### src/rtl/smi_defines.svh
// Constants for the shift, move and indirect-load execution block.
// Assumes inclusion by bare name from the package and the core.
`ifndef SMI_DEFINES_SVH
`define SMI_DEFINES_SVH

// Register port offsets
`define SMI_REG_WORK      3'h0
`define SMI_REG_STATUS    3'h1
`define SMI_REG_PTR0_LO   3'h2
`define SMI_REG_PTR0_HI   3'h3
`define SMI_REG_PTR1_LO   3'h4
`define SMI_REG_PTR1_HI   3'h5

// Status field positions
`define SMI_STAT_CARRY    0
`define SMI_STAT_ZERO     1

// Reset values
`define SMI_WORK_RST      8'h00
`define SMI_PTR_RST       16'h0000
`define SMI_DATA_ZERO     8'h00

// Pointer step and widths
`define SMI_PTR_STEP      16'h0001
`define SMI_PTR_W         16
`define SMI_FADDR_W       7
`define SMI_OFFSET_W      6

// Clocks from issue to completion pulse
`define SMI_EXEC_CYCLES   3

`endif

### src/rtl/smi_pkg.sv
// Types for the shift, move and indirect-load execution block.
// Assumes smi_defines.svh is on the include path.
`include "smi_defines.svh"

package smi_pkg;

   typedef enum logic [1:0] {
      op_shift_right = 2'b00,
      op_move_file   = 2'b01,
      op_iload       = 2'b10
   } smi_op_e;

   typedef enum logic [1:0] {
      mode_pre_inc  = 2'b00,
      mode_pre_dec  = 2'b01,
      mode_post_inc = 2'b10,
      mode_post_dec = 2'b11
   } smi_mode_e;

   typedef enum logic [1:0] {
      st_idle = 2'b00,
      st_read = 2'b01,
      st_exec = 2'b10
   } smi_state_e;

   typedef struct packed {
      smi_op_e                   op;
      logic [`SMI_FADDR_W-1:0]   faddr;
      logic                      dest;
      logic                      ptr_sel;
      logic                      relative;
      smi_mode_e                 pointer_update_mode;
      logic [`SMI_OFFSET_W-1:0]  offset;
   } smi_instr_s;

endpackage

### src/rtl/smi_core.sv
// Execution of right shift, file move and indirect load into the working register.
// Assumes a core sequencer issuing one instruction at a time and a one-cycle memory read path.
`timescale 1ns/100ps
`include "smi_defines.svh"

module smi_core (
   // Clock and reset
   input  wire logic                  mclk,
   input  wire logic                  srst,
   // Instruction issue
   input  smi_pkg::smi_instr_s        instr,
   input  wire logic                  instr_valid,
   output logic                       instr_ready,
   output logic                       instr_done,
   // Operand read path
   output logic                       mem_rd_en,
   output logic [`SMI_PTR_W-1:0]      mem_rd_addr,
   output logic                       mem_rd_indirect,
   input  wire logic [7:0]            mem_rd_data,
   // File register write-back
   output logic                       file_wr_en,
   output logic [`SMI_FADDR_W-1:0]    file_wr_addr,
   output logic [7:0]                 file_wr_data,
   // Register port
   input  wire logic [2:0]            reg_addr,
   input  wire logic [7:0]            reg_wdata,
   input  wire logic                  reg_wr,
   input  wire logic                  reg_rd,
   output logic [7:0]                 reg_rdata,
   // Core state
   output logic [7:0]                 work_reg,
   output logic                       carry_flag,
   output logic                       zero_flag
);

   smi_pkg::smi_state_e        state_r;
   smi_pkg::smi_instr_s        instr_r;
   logic [`SMI_PTR_W-1:0]      ptr_r [2];
   logic [`SMI_PTR_W-1:0]      sel_ptr;
   logic                       take;
   logic                       in_exec;
   logic [7:0]                 res_nxt;
   logic                       carry_nxt;
   logic                       to_work;

   // Pointer stepped by one, wrapping
   function automatic logic [`SMI_PTR_W-1:0] ptr_step(input logic [`SMI_PTR_W-1:0] p,
                                                       input smi_pkg::smi_mode_e m);
      ptr_step = m[0] ? p - `SMI_PTR_STEP : p + `SMI_PTR_STEP;
   endfunction

   // Effective address of an indirect load
   function automatic logic [`SMI_PTR_W-1:0] eff_addr(input logic [`SMI_PTR_W-1:0] p,
                                                       input smi_pkg::smi_instr_s i);
      if (i.relative) begin
         eff_addr = p + {{(`SMI_PTR_W-`SMI_OFFSET_W){i.offset[`SMI_OFFSET_W-1]}}, i.offset};
      end else if (!i.pointer_update_mode[1]) begin
         eff_addr = ptr_step(p, i.pointer_update_mode);
      end else begin
         eff_addr = p;
      end
   endfunction

   assign sel_ptr = ptr_r[instr.ptr_sel];
   assign take    = instr_valid && (state_r == smi_pkg::st_idle);
   assign in_exec = (state_r == smi_pkg::st_exec);
   assign to_work = (instr_r.op == smi_pkg::op_iload) || !instr_r.dest;

   // Sequencer: issue, read, execute
   always_ff @(posedge mclk) begin
      if (srst) begin
         state_r <= smi_pkg::st_idle;
      end else begin
         unique case (state_r)
            smi_pkg::st_idle: if (take) state_r <= smi_pkg::st_read;
            smi_pkg::st_read: state_r <= smi_pkg::st_exec;
            smi_pkg::st_exec: state_r <= smi_pkg::st_idle;
            default:          state_r <= smi_pkg::st_idle;
         endcase
      end
   end

   // Handshake outputs
   always_ff @(posedge mclk) begin
      if (srst) begin
         instr_ready <= 1'b1;
         instr_done  <= 1'b0;
      end else begin
         instr_ready <= in_exec || (instr_ready && !take);
         instr_done  <= in_exec;
      end
   end

   // Latched instruction
   always_ff @(posedge mclk) begin
      if (srst) begin
         instr_r <= '0;
      end else if (take) begin
         instr_r <= instr;
      end
   end

   // Operand read request
   always_ff @(posedge mclk) begin
      if (srst) begin
         mem_rd_en       <= 1'b0;
         mem_rd_addr     <= `SMI_PTR_RST;
         mem_rd_indirect <= 1'b0;
      end else begin
         mem_rd_en <= take;
         if (take) begin
            mem_rd_indirect <= (instr.op == smi_pkg::op_iload);
            if (instr.op == smi_pkg::op_iload) begin
               mem_rd_addr <= eff_addr(sel_ptr, instr);
            end else begin
               mem_rd_addr <= {{(`SMI_PTR_W-`SMI_FADDR_W){1'b0}}, instr.faddr};
            end
         end
      end
   end

   // Result of the instruction in execute
   always_comb begin
      res_nxt   = mem_rd_data;
      carry_nxt = carry_flag;
      if (instr_r.op == smi_pkg::op_shift_right) begin
         res_nxt   = {1'b0, mem_rd_data[7:1]};
         carry_nxt = mem_rd_data[0];
      end
   end

   // Working register
   always_ff @(posedge mclk) begin
      if (srst) begin
         work_reg <= `SMI_WORK_RST;
      end else if (in_exec && to_work) begin
         work_reg <= res_nxt;
      end else if (reg_wr && reg_addr == `SMI_REG_WORK) begin
         work_reg <= reg_wdata;
      end
   end

   // Status flags
   always_ff @(posedge mclk) begin
      if (srst) begin
         carry_flag <= 1'b0;
         zero_flag  <= 1'b0;
      end else if (in_exec) begin
         carry_flag <= carry_nxt;
         zero_flag  <= (res_nxt == `SMI_DATA_ZERO);
      end else if (reg_wr && reg_addr == `SMI_REG_STATUS) begin
         carry_flag <= reg_wdata[`SMI_STAT_CARRY];
         zero_flag  <= reg_wdata[`SMI_STAT_ZERO];
      end
   end

   // File register write-back
   always_ff @(posedge mclk) begin
      if (srst) begin
         file_wr_en   <= 1'b0;
         file_wr_addr <= '0;
         file_wr_data <= `SMI_DATA_ZERO;
      end else begin
         file_wr_en <= in_exec && !to_work;
         if (in_exec) begin
            file_wr_addr <= instr_r.faddr;
            file_wr_data <= res_nxt;
         end
      end
   end

   // Pointer registers
   for (genvar g = 0; g < 2; g++) begin : g_ptr
      logic hit_lo;
      logic hit_hi;
      logic pre_upd;
      logic post_upd;
      assign hit_lo   = reg_wr && (reg_addr == 3'(`SMI_REG_PTR0_LO + 2 * g));
      assign hit_hi   = reg_wr && (reg_addr == 3'(`SMI_REG_PTR0_HI + 2 * g));
      assign pre_upd  = take && instr.op == smi_pkg::op_iload && !instr.relative
                        && !instr.pointer_update_mode[1] && instr.ptr_sel == 1'(g);
      assign post_upd = in_exec && instr_r.op == smi_pkg::op_iload && !instr_r.relative
                        && instr_r.pointer_update_mode[1] && instr_r.ptr_sel == 1'(g);
      always_ff @(posedge mclk) begin
         if (srst) begin
            ptr_r[g] <= `SMI_PTR_RST;
         end else if (pre_upd) begin
            ptr_r[g] <= ptr_step(ptr_r[g], instr.pointer_update_mode);
         end else if (post_upd) begin
            ptr_r[g] <= ptr_step(ptr_r[g], instr_r.pointer_update_mode);
         end else if (hit_lo) begin
            ptr_r[g] <= {ptr_r[g][15:8], reg_wdata};
         end else if (hit_hi) begin
            ptr_r[g] <= {reg_wdata, ptr_r[g][7:0]};
         end
      end
   end

   // Register port read data
   always_ff @(posedge mclk) begin
      if (srst) begin
         reg_rdata <= `SMI_DATA_ZERO;
      end else if (reg_rd) begin
         unique case (reg_addr)
            `SMI_REG_WORK:    reg_rdata <= work_reg;
            `SMI_REG_STATUS:  reg_rdata <= {6'h00, zero_flag, carry_flag};
            `SMI_REG_PTR0_LO: reg_rdata <= ptr_r[0][7:0];
            `SMI_REG_PTR0_HI: reg_rdata <= ptr_r[0][15:8];
            `SMI_REG_PTR1_LO: reg_rdata <= ptr_r[1][7:0];
            `SMI_REG_PTR1_HI: reg_rdata <= ptr_r[1][15:8];
            default:          reg_rdata <= `SMI_DATA_ZERO;
         endcase
      end else begin
         reg_rdata <= `SMI_DATA_ZERO;
      end
   end

   logic is_shift;
   logic is_move;
   logic is_iload;
   assign is_shift = in_exec && instr_r.op == smi_pkg::op_shift_right;
   assign is_move  = in_exec && instr_r.op == smi_pkg::op_move_file;
   assign is_iload = in_exec && instr_r.op == smi_pkg::op_iload;
endmodule // smi_core

### config.mk
export PLATFORM = sky130hd
export DESIGN_NAME = smi_core
export DESIGN_NICKNAME = d
export VERILOG_FILES = /design/src/rtl/smi_pkg.sv /design/src/rtl/smi_core.sv
export VERILOG_INCLUDE_DIRS = /design/src /design/src/rtl
export SDC_FILE = /design/constraint.sdc
export NUM_CORES = 1
export LEC_CHECK = 0
export ABC_AREA = 1
export BUFFER_PORTS_ARGS = -buffer_cell sky130_fd_sc_hd__clkbuf_2
export CORE_MARGIN = 4
export CORE_UTILIZATION = 35
export DETAILED_ROUTE_END_ITERATION = 16
export GPL_TIMING_DRIVEN = 0
export PLACE_DENSITY = 0.58
export SLEW_MARGIN = 20
export SYNTH_ARGS = -nofsm -noshare
export SYNTH_HDL_FRONTEND = slang
export SYNTH_SLANG_ARGS = --single-unit
### constraint.sdc
create_clock -name mclk -period 2.1 [get_ports mclk]
set_clock_uncertainty 0.1 [all_clocks]
set_input_delay 0.21 -clock mclk [delete_from_list [all_inputs] [get_ports mclk]]
set_output_delay 0.21 -clock mclk [all_outputs]
set_load 0.01 [all_outputs]
-- Word level (Yosys, flattened, before mapping)
Memory sizes are Yosys's and may differ from the RTL's.
Index checks and enable logic that the tools add are counted.
- add/sub/neg operators: 7
- equality and inequality tests: 11
- multiplexer cells: 65
- bitwise logic cells: 11
- reductions and logical operators: 36
- operators with widths (cell ; number):
    16-bit two-way mux ; 16
    16-bit by 1-bit adder with 16-bit output (second input constant) ; 3
    8-bit one-hot mux with 6 select lines ; 1
    16-bit by 1-bit subtractor with 16-bit output (second input constant) ; 3
    1-bit two-way mux ; 43
    8-bit two-way mux ; 3
    1-bit logical AND ; 20
    16-bit adder ; 1
    8-bit zero test ; 1
    1-bit OR ; 8
    2-bit == test (second input constant) ; 3
    3-bit by 2-bit == test with 1-bit output (second input constant) ; 2
    3-bit == test (second input constant) ; 2
    1-bit zero test ; 6
    2-bit zero test ; 2
    2-bit one-hot mux with 2 select lines ; 1
    2-bit nonzero test ; 2
    3-bit by 1-bit == test with 1-bit output (second input constant) ; 1
    3-bit zero test ; 1
    1-bit inverter ; 3
    2-bit by 1-bit == test with 1-bit output (second input constant) ; 1
    1-bit logical OR ; 2
    2-bit two-way mux ; 1
    2-bit by 1-bit inequality test with 1-bit output (second input constant) ; 1
    other kinds (3) ; 3
- register bits after elaboration: 70
- bits in writable memories: 32
- output and inout port bits: 54
- logic and storage cells: 150
- memories: 1
- memories (name ; depth ; bits a word ; rd ports ; clocked after memory_dff ; wr ports ; line ; RTL):
    ptr_r ; 2 ; 16 ; 3 ; 0 ; 2 ; smi_core.sv:38 ; logic [`SMI_PTR_W-1:0] ptr_r [2];

-- Longest topological paths before layout
- depth after elaboration: 13
- mapped depth: 18
- gate-level depth less buffers: 16

-- Worst setup path after synthesis
OpenSTA, ideal clock, no wires.
- path kind: input port to flip-flop
- start: input instr[9] in the netlist's numbering
- end: register mem_rd_addr[15]
- arrival: 2042 ps
- data required time: 1868 ps
- path slack: -175 ps
- cell stages on the path: 16
- path buffers: 2
- path through: buf_2 -> buf_2 -> o21ai_0 -> ha_1 -> nand3_1 -> nand2_1 -> nand2_1 -> nand2_1 -> nand2_1 -> nand2_1 -> nand2_1 -> nand3_1 -> nand2_1 -> inv_1 -> nand2_1 -> a21oi_1
- word-level cells in the longest chain between the ends: 6
- ends and longest elaborated chain (what ; line ; RTL):
    from (decl) ; smi_core.sv:11 ; input smi_pkg::smi_instr_s instr,
    memory read 2 x 16 bit * ; - ;
    16-bit by 1-bit adder with 16-bit output (no line) or 16-bit by 1-bit subtractor with 16-bit output (tied branches) ; - ;
    16-bit two-way mux (no line) ; - ;
    16-bit two-way mux ; smi_core.sv:57 ; end else if (!i.pointer_update_mode[1]) begin
    16-bit two-way mux * ; smi_core.sv:55 ; if (i.relative) begin
    16-bit two-way mux * ; smi_core.sv:113 ; if (instr.op == smi_pkg::op_iload) begin
    to (signal assigned) ; smi_core.sv:107 ; mem_rd_addr <= `SMI_PTR_RST;
    to (signal assigned) ; smi_core.sv:114 ; mem_rd_addr <= eff_addr(sel_ptr, instr);
    to (signal assigned) ; smi_core.sv:116 ; mem_rd_addr <= {{(`SMI_PTR_W-`SMI_FADDR_W){1'b0}}, instr.faddr};
    to (decl) ; smi_core.sv:17 ; output logic [`SMI_PTR_W-1:0] mem_rd_addr,
Every way passes the cells marked *; elsewhere a longest branch is shown, timed or not.
A chain may end at the register's enable or synchronous reset.

==> flow_summary.json <==
{
  "status": "finished, violations left",
  "violations": "setup timing",
  "slew_headroom_pct": 38.17,
  "drt_iter0_markers": 752,
  "cts_tree": "done",
  "hold_class": "input port to register",
  "layout.nets": 1588,
  "crit_end": "mem_rd_addr[8]",
  "antenna_found_initial": 0,
  "setup_viol": 32,
  "synth.area.top_cells": "nand2_1, dfxtp_1, edfxtp_1",
  "yosysTopAreaCell": "nand2_1",
  "cts.sinks": 102,
  "synthToLayoutAreaGrowth_pct": 37.24,
  "start_kind": "register",
  "rows": 56,
  "worstSetupStartpoint": "ptr_r[1][1]",
  "worst_slew_pin_slew_ns": 0.9177,
  "synth_edf_count": 32,
  "grt_pass1_wl_um": 48070,
  "p_per_area_nw_per_um2": 516.6,
  "ff2ff_path_depth": 14,
  "die_area_sq_um": 26490,
  "syn_nets": 1386,
  "finish.utilization_pct": 48.87,
  "end_kind": "register",
  "largest_reg_flops": 32,
  "timing.final.hold_violations": 0,
  "grt_pass1_vias": 9206,
  "yosysUniqueCellTypes": 55,
  "vias": 9595,
  "crit_required_ns": 2.23,
  "synth_ff_type": "dfxtp_1",
  "synthArstFlopShare_pct": 0,
  "min_period_over_period_pct": 108.3,
  "clkTransAtPathRegs_ns": 0.08,
  "final_cell_area_sq_um": 11500,
  "cts_buffers": 9,
  "drc": 0,
  "ys_seq_elements": 102,
  "hpwlAfterDp_um": 22710,
  "routed_via_density": 5.235,
  "cts.path.max_buffers": 2,
  "ios": 98,
  "syn_area_per_cell_sq_um": 6.414,
  "rrSetupSlack_ns": -0.17,
  "htree_levels": 3,
  "syn-cell-area_sq_um": 8383,
  "drt-total-wl_um": 31150,
  "syn_inst": 1307,
  "coreArea_sq_um": 23540,
  "fmax_mhz": 439.8,
  "layout_min_cycle_time_ns": 2.274,
  "die_w_um": 162.8,
  "max_cap_violations": 0,
  "ys_seq_area_share_pct": 28.18,
  "fin_ws_ns": -0.1738,
  "total_power_mw": 5.943,
  "crit_path_max_fanout": 4,
  "arrival_ns": 2.40,
  "critPathKind": "register to register",
  "portBuffers": 95,
  "diodes": 0,
  "start_util_pct": 35.61,
  "rsz0062_at_grt": "yes",
  "grt_usage_pct": 22.64,
  "grt-ovfl-total": 0,
  "synth_warnings": 0,
  "insertion_delay_ns": 0.36,
  "leakage_nw": 5.370,
  "firstDrtPassIters": 5,
  "r2r-end": "mem_rd_addr[8]",
  "cts-root-buf": "clkbuf_16",
  "final_antenna_net_count": 0,
  "synth.top_cell.area_share_pct": 16.79,
  "fp.dieH_um": 162.8,
  "rr_startpoint": "ptr_r[1][1]",
  "wl_per_cell_um": 17.00,
  "post_dp_cell_area_sq_um": 9270,
  "grt_start_max_net_pins": 20,
  "slew_viol_final": 0,
  "gp_routability_congestion": 0.9414,
  "drive_gt1_share_pct": 30.05,
  "top_regs": "ptr_r: 32 flops, mem_rd_addr: 16 flops, instr_r: 14 flops",
  "irDropWorstVdd_v": 0.0003952,
  "top_register": "ptr_r"
}
[cells by family after synthesis]
family                   Yosys count  share of synthesized area (%)
AND/OR/NAND/NOR                  633                          32.88
AO/OA/AOI/OAI                    258                          17.84
buffers and inverters            233                          10.90
flip-flops                       102                          28.18
XOR/XNOR                          46                          4.806
adder cells (fa/ha/maj)           35                          5.403
[per-layer routing]
metal  track usage [%]  share of wire (%)  up-vias
li1                  -                  -     4675
met1             29.03                 43     4526
met2             38.74                 48      327
met3             3.923                5.7       67
met4             7.320                3.2        0
met5                 0                  0        -
[layout make-up]
cell class	count	area, sq um
buffer	37	249.0
tap	319	399.1
multi-input combinational	972	6140
clock inverter	6	61.31
clock buffer	10	250.2
timing repair buffer	193	1284
inverter	194	758.2
sequential	102	2364
fill	2402	12040
[synth_stat cells, types with 3 or more instances]
| library cell | instances |
|---|---|
| ha_1 | 33 |
| dfxtp_1 | 70 |
| nand2_1 | 375 |
| o21bai_1 | 5 |
| inv_1 | 175 |
| a22o_1 | 5 |
| o221ai_1 | 8 |
| nor3_2 | 3 |
| a211oi_1 | 4 |
| xnor2_1 | 6 |
| inv_2 | 14 |
| nand3_2 | 5 |
| nand4_1 | 12 |
| buf_2 | 12 |
| o21ai_4 | 3 |
| nor3_1 | 17 |
| o21ai_0 | 99 |
| a21oi_1 | 83 |
| a21oi_2 | 3 |
| o22ai_1 | 9 |
| nor2_2 | 4 |
| clkinv_1 | 3 |
| nor2_1 | 98 |
| clkbuf_1 | 22 |
| o211ai_1 | 11 |
| nor2_4 | 3 |
| nand3b_1 | 4 |
| xor2_1 | 40 |
| nor3_4 | 4 |
| o21ai_1 | 13 |
| nand3_1 | 92 |
| edfxtp_1 | 32 |
| nand2_2 | 6 |
[cells in the final DEF, fill, tap and decap left out, drive strengths merged, types with 5 or more instances in the layout]
cell,n
nand2,383
inv,193
clkbuf,124
buf,115
o21ai,115
nor2,105
nand3,97
a21oi,86
dfxtp,70
xor2,40
ha,33
edfxtp,32
nor3,24
nand4,13
o211ai,12
o22ai,9
o221ai,8
xnor2,6
clkinv,6
o21bai,5
a22o,5
[worst min path at each step]
stage	start	endpoint	slack, ns	cells after the start
3_3_place_gp	instr_ready	instr_ready	0.34	2
2_1_floorplan	instr[10]	instr_r[10]	0.24	2
3_5_place_dp	instr_ready	instr_ready	0.34	2
6_report	instr[16]	instr_r[16]	0.02	3
5_1_grt	instr[19]	instr_r[19]	0.02	3
4_1_cts	instr[19]	instr_r[19]	0.01	3
[critical path: stages (launching register included)]
cell and delay [ns]:
edfxtp_1 0.49, nand2_2 0.13, o21ai_4 0.10, buf_12 0.14
fa_2 0.42, nand3_2 0.12, nand2_4 0.07, nand2_2 0.06
nand3_2 0.07, xnor2_2 0.13, nand2_1 0.06, nand2_1 0.07
inv_1 0.04, nand2_1 0.08, a21oi_2 0.06
[stage by stage]
step                TNS [ns]  instances  hold WS (ns)  worst slack (ns)
floorplan           -0.04556       1307        0.2449          -0.02305
detailed placement    -22.32       1721        0.3379           -0.9224
global placement      -22.85       1721        0.3379           -0.8935
global route          -7.760       1833       0.02429           -0.3129
CTS                   -2.009       1814       0.01492           -0.1726
finish                -2.354       1833       0.01741           -0.1738
[timing repair]
action	4_1_cts	5_1_grt
hold buffers	1	0
pin swaps	56	62
resized for setup	197	86
setup endpoints to repair	55	83
endpoints found under the hold margin	1	0
buffers inserted	78	21
[where the power goes]
part | internal (mW) | total (mW) | switching, mW
Clock | 0.909 | 1.79 | 0.884
Combinational | 0.756 | 1.96 | 1.20
Sequential | 2.13 | 2.19 | 0.0644
Total | 3.80 | 5.94 | 2.15
No activity file was read; power rests on OpenSTA's default activity.
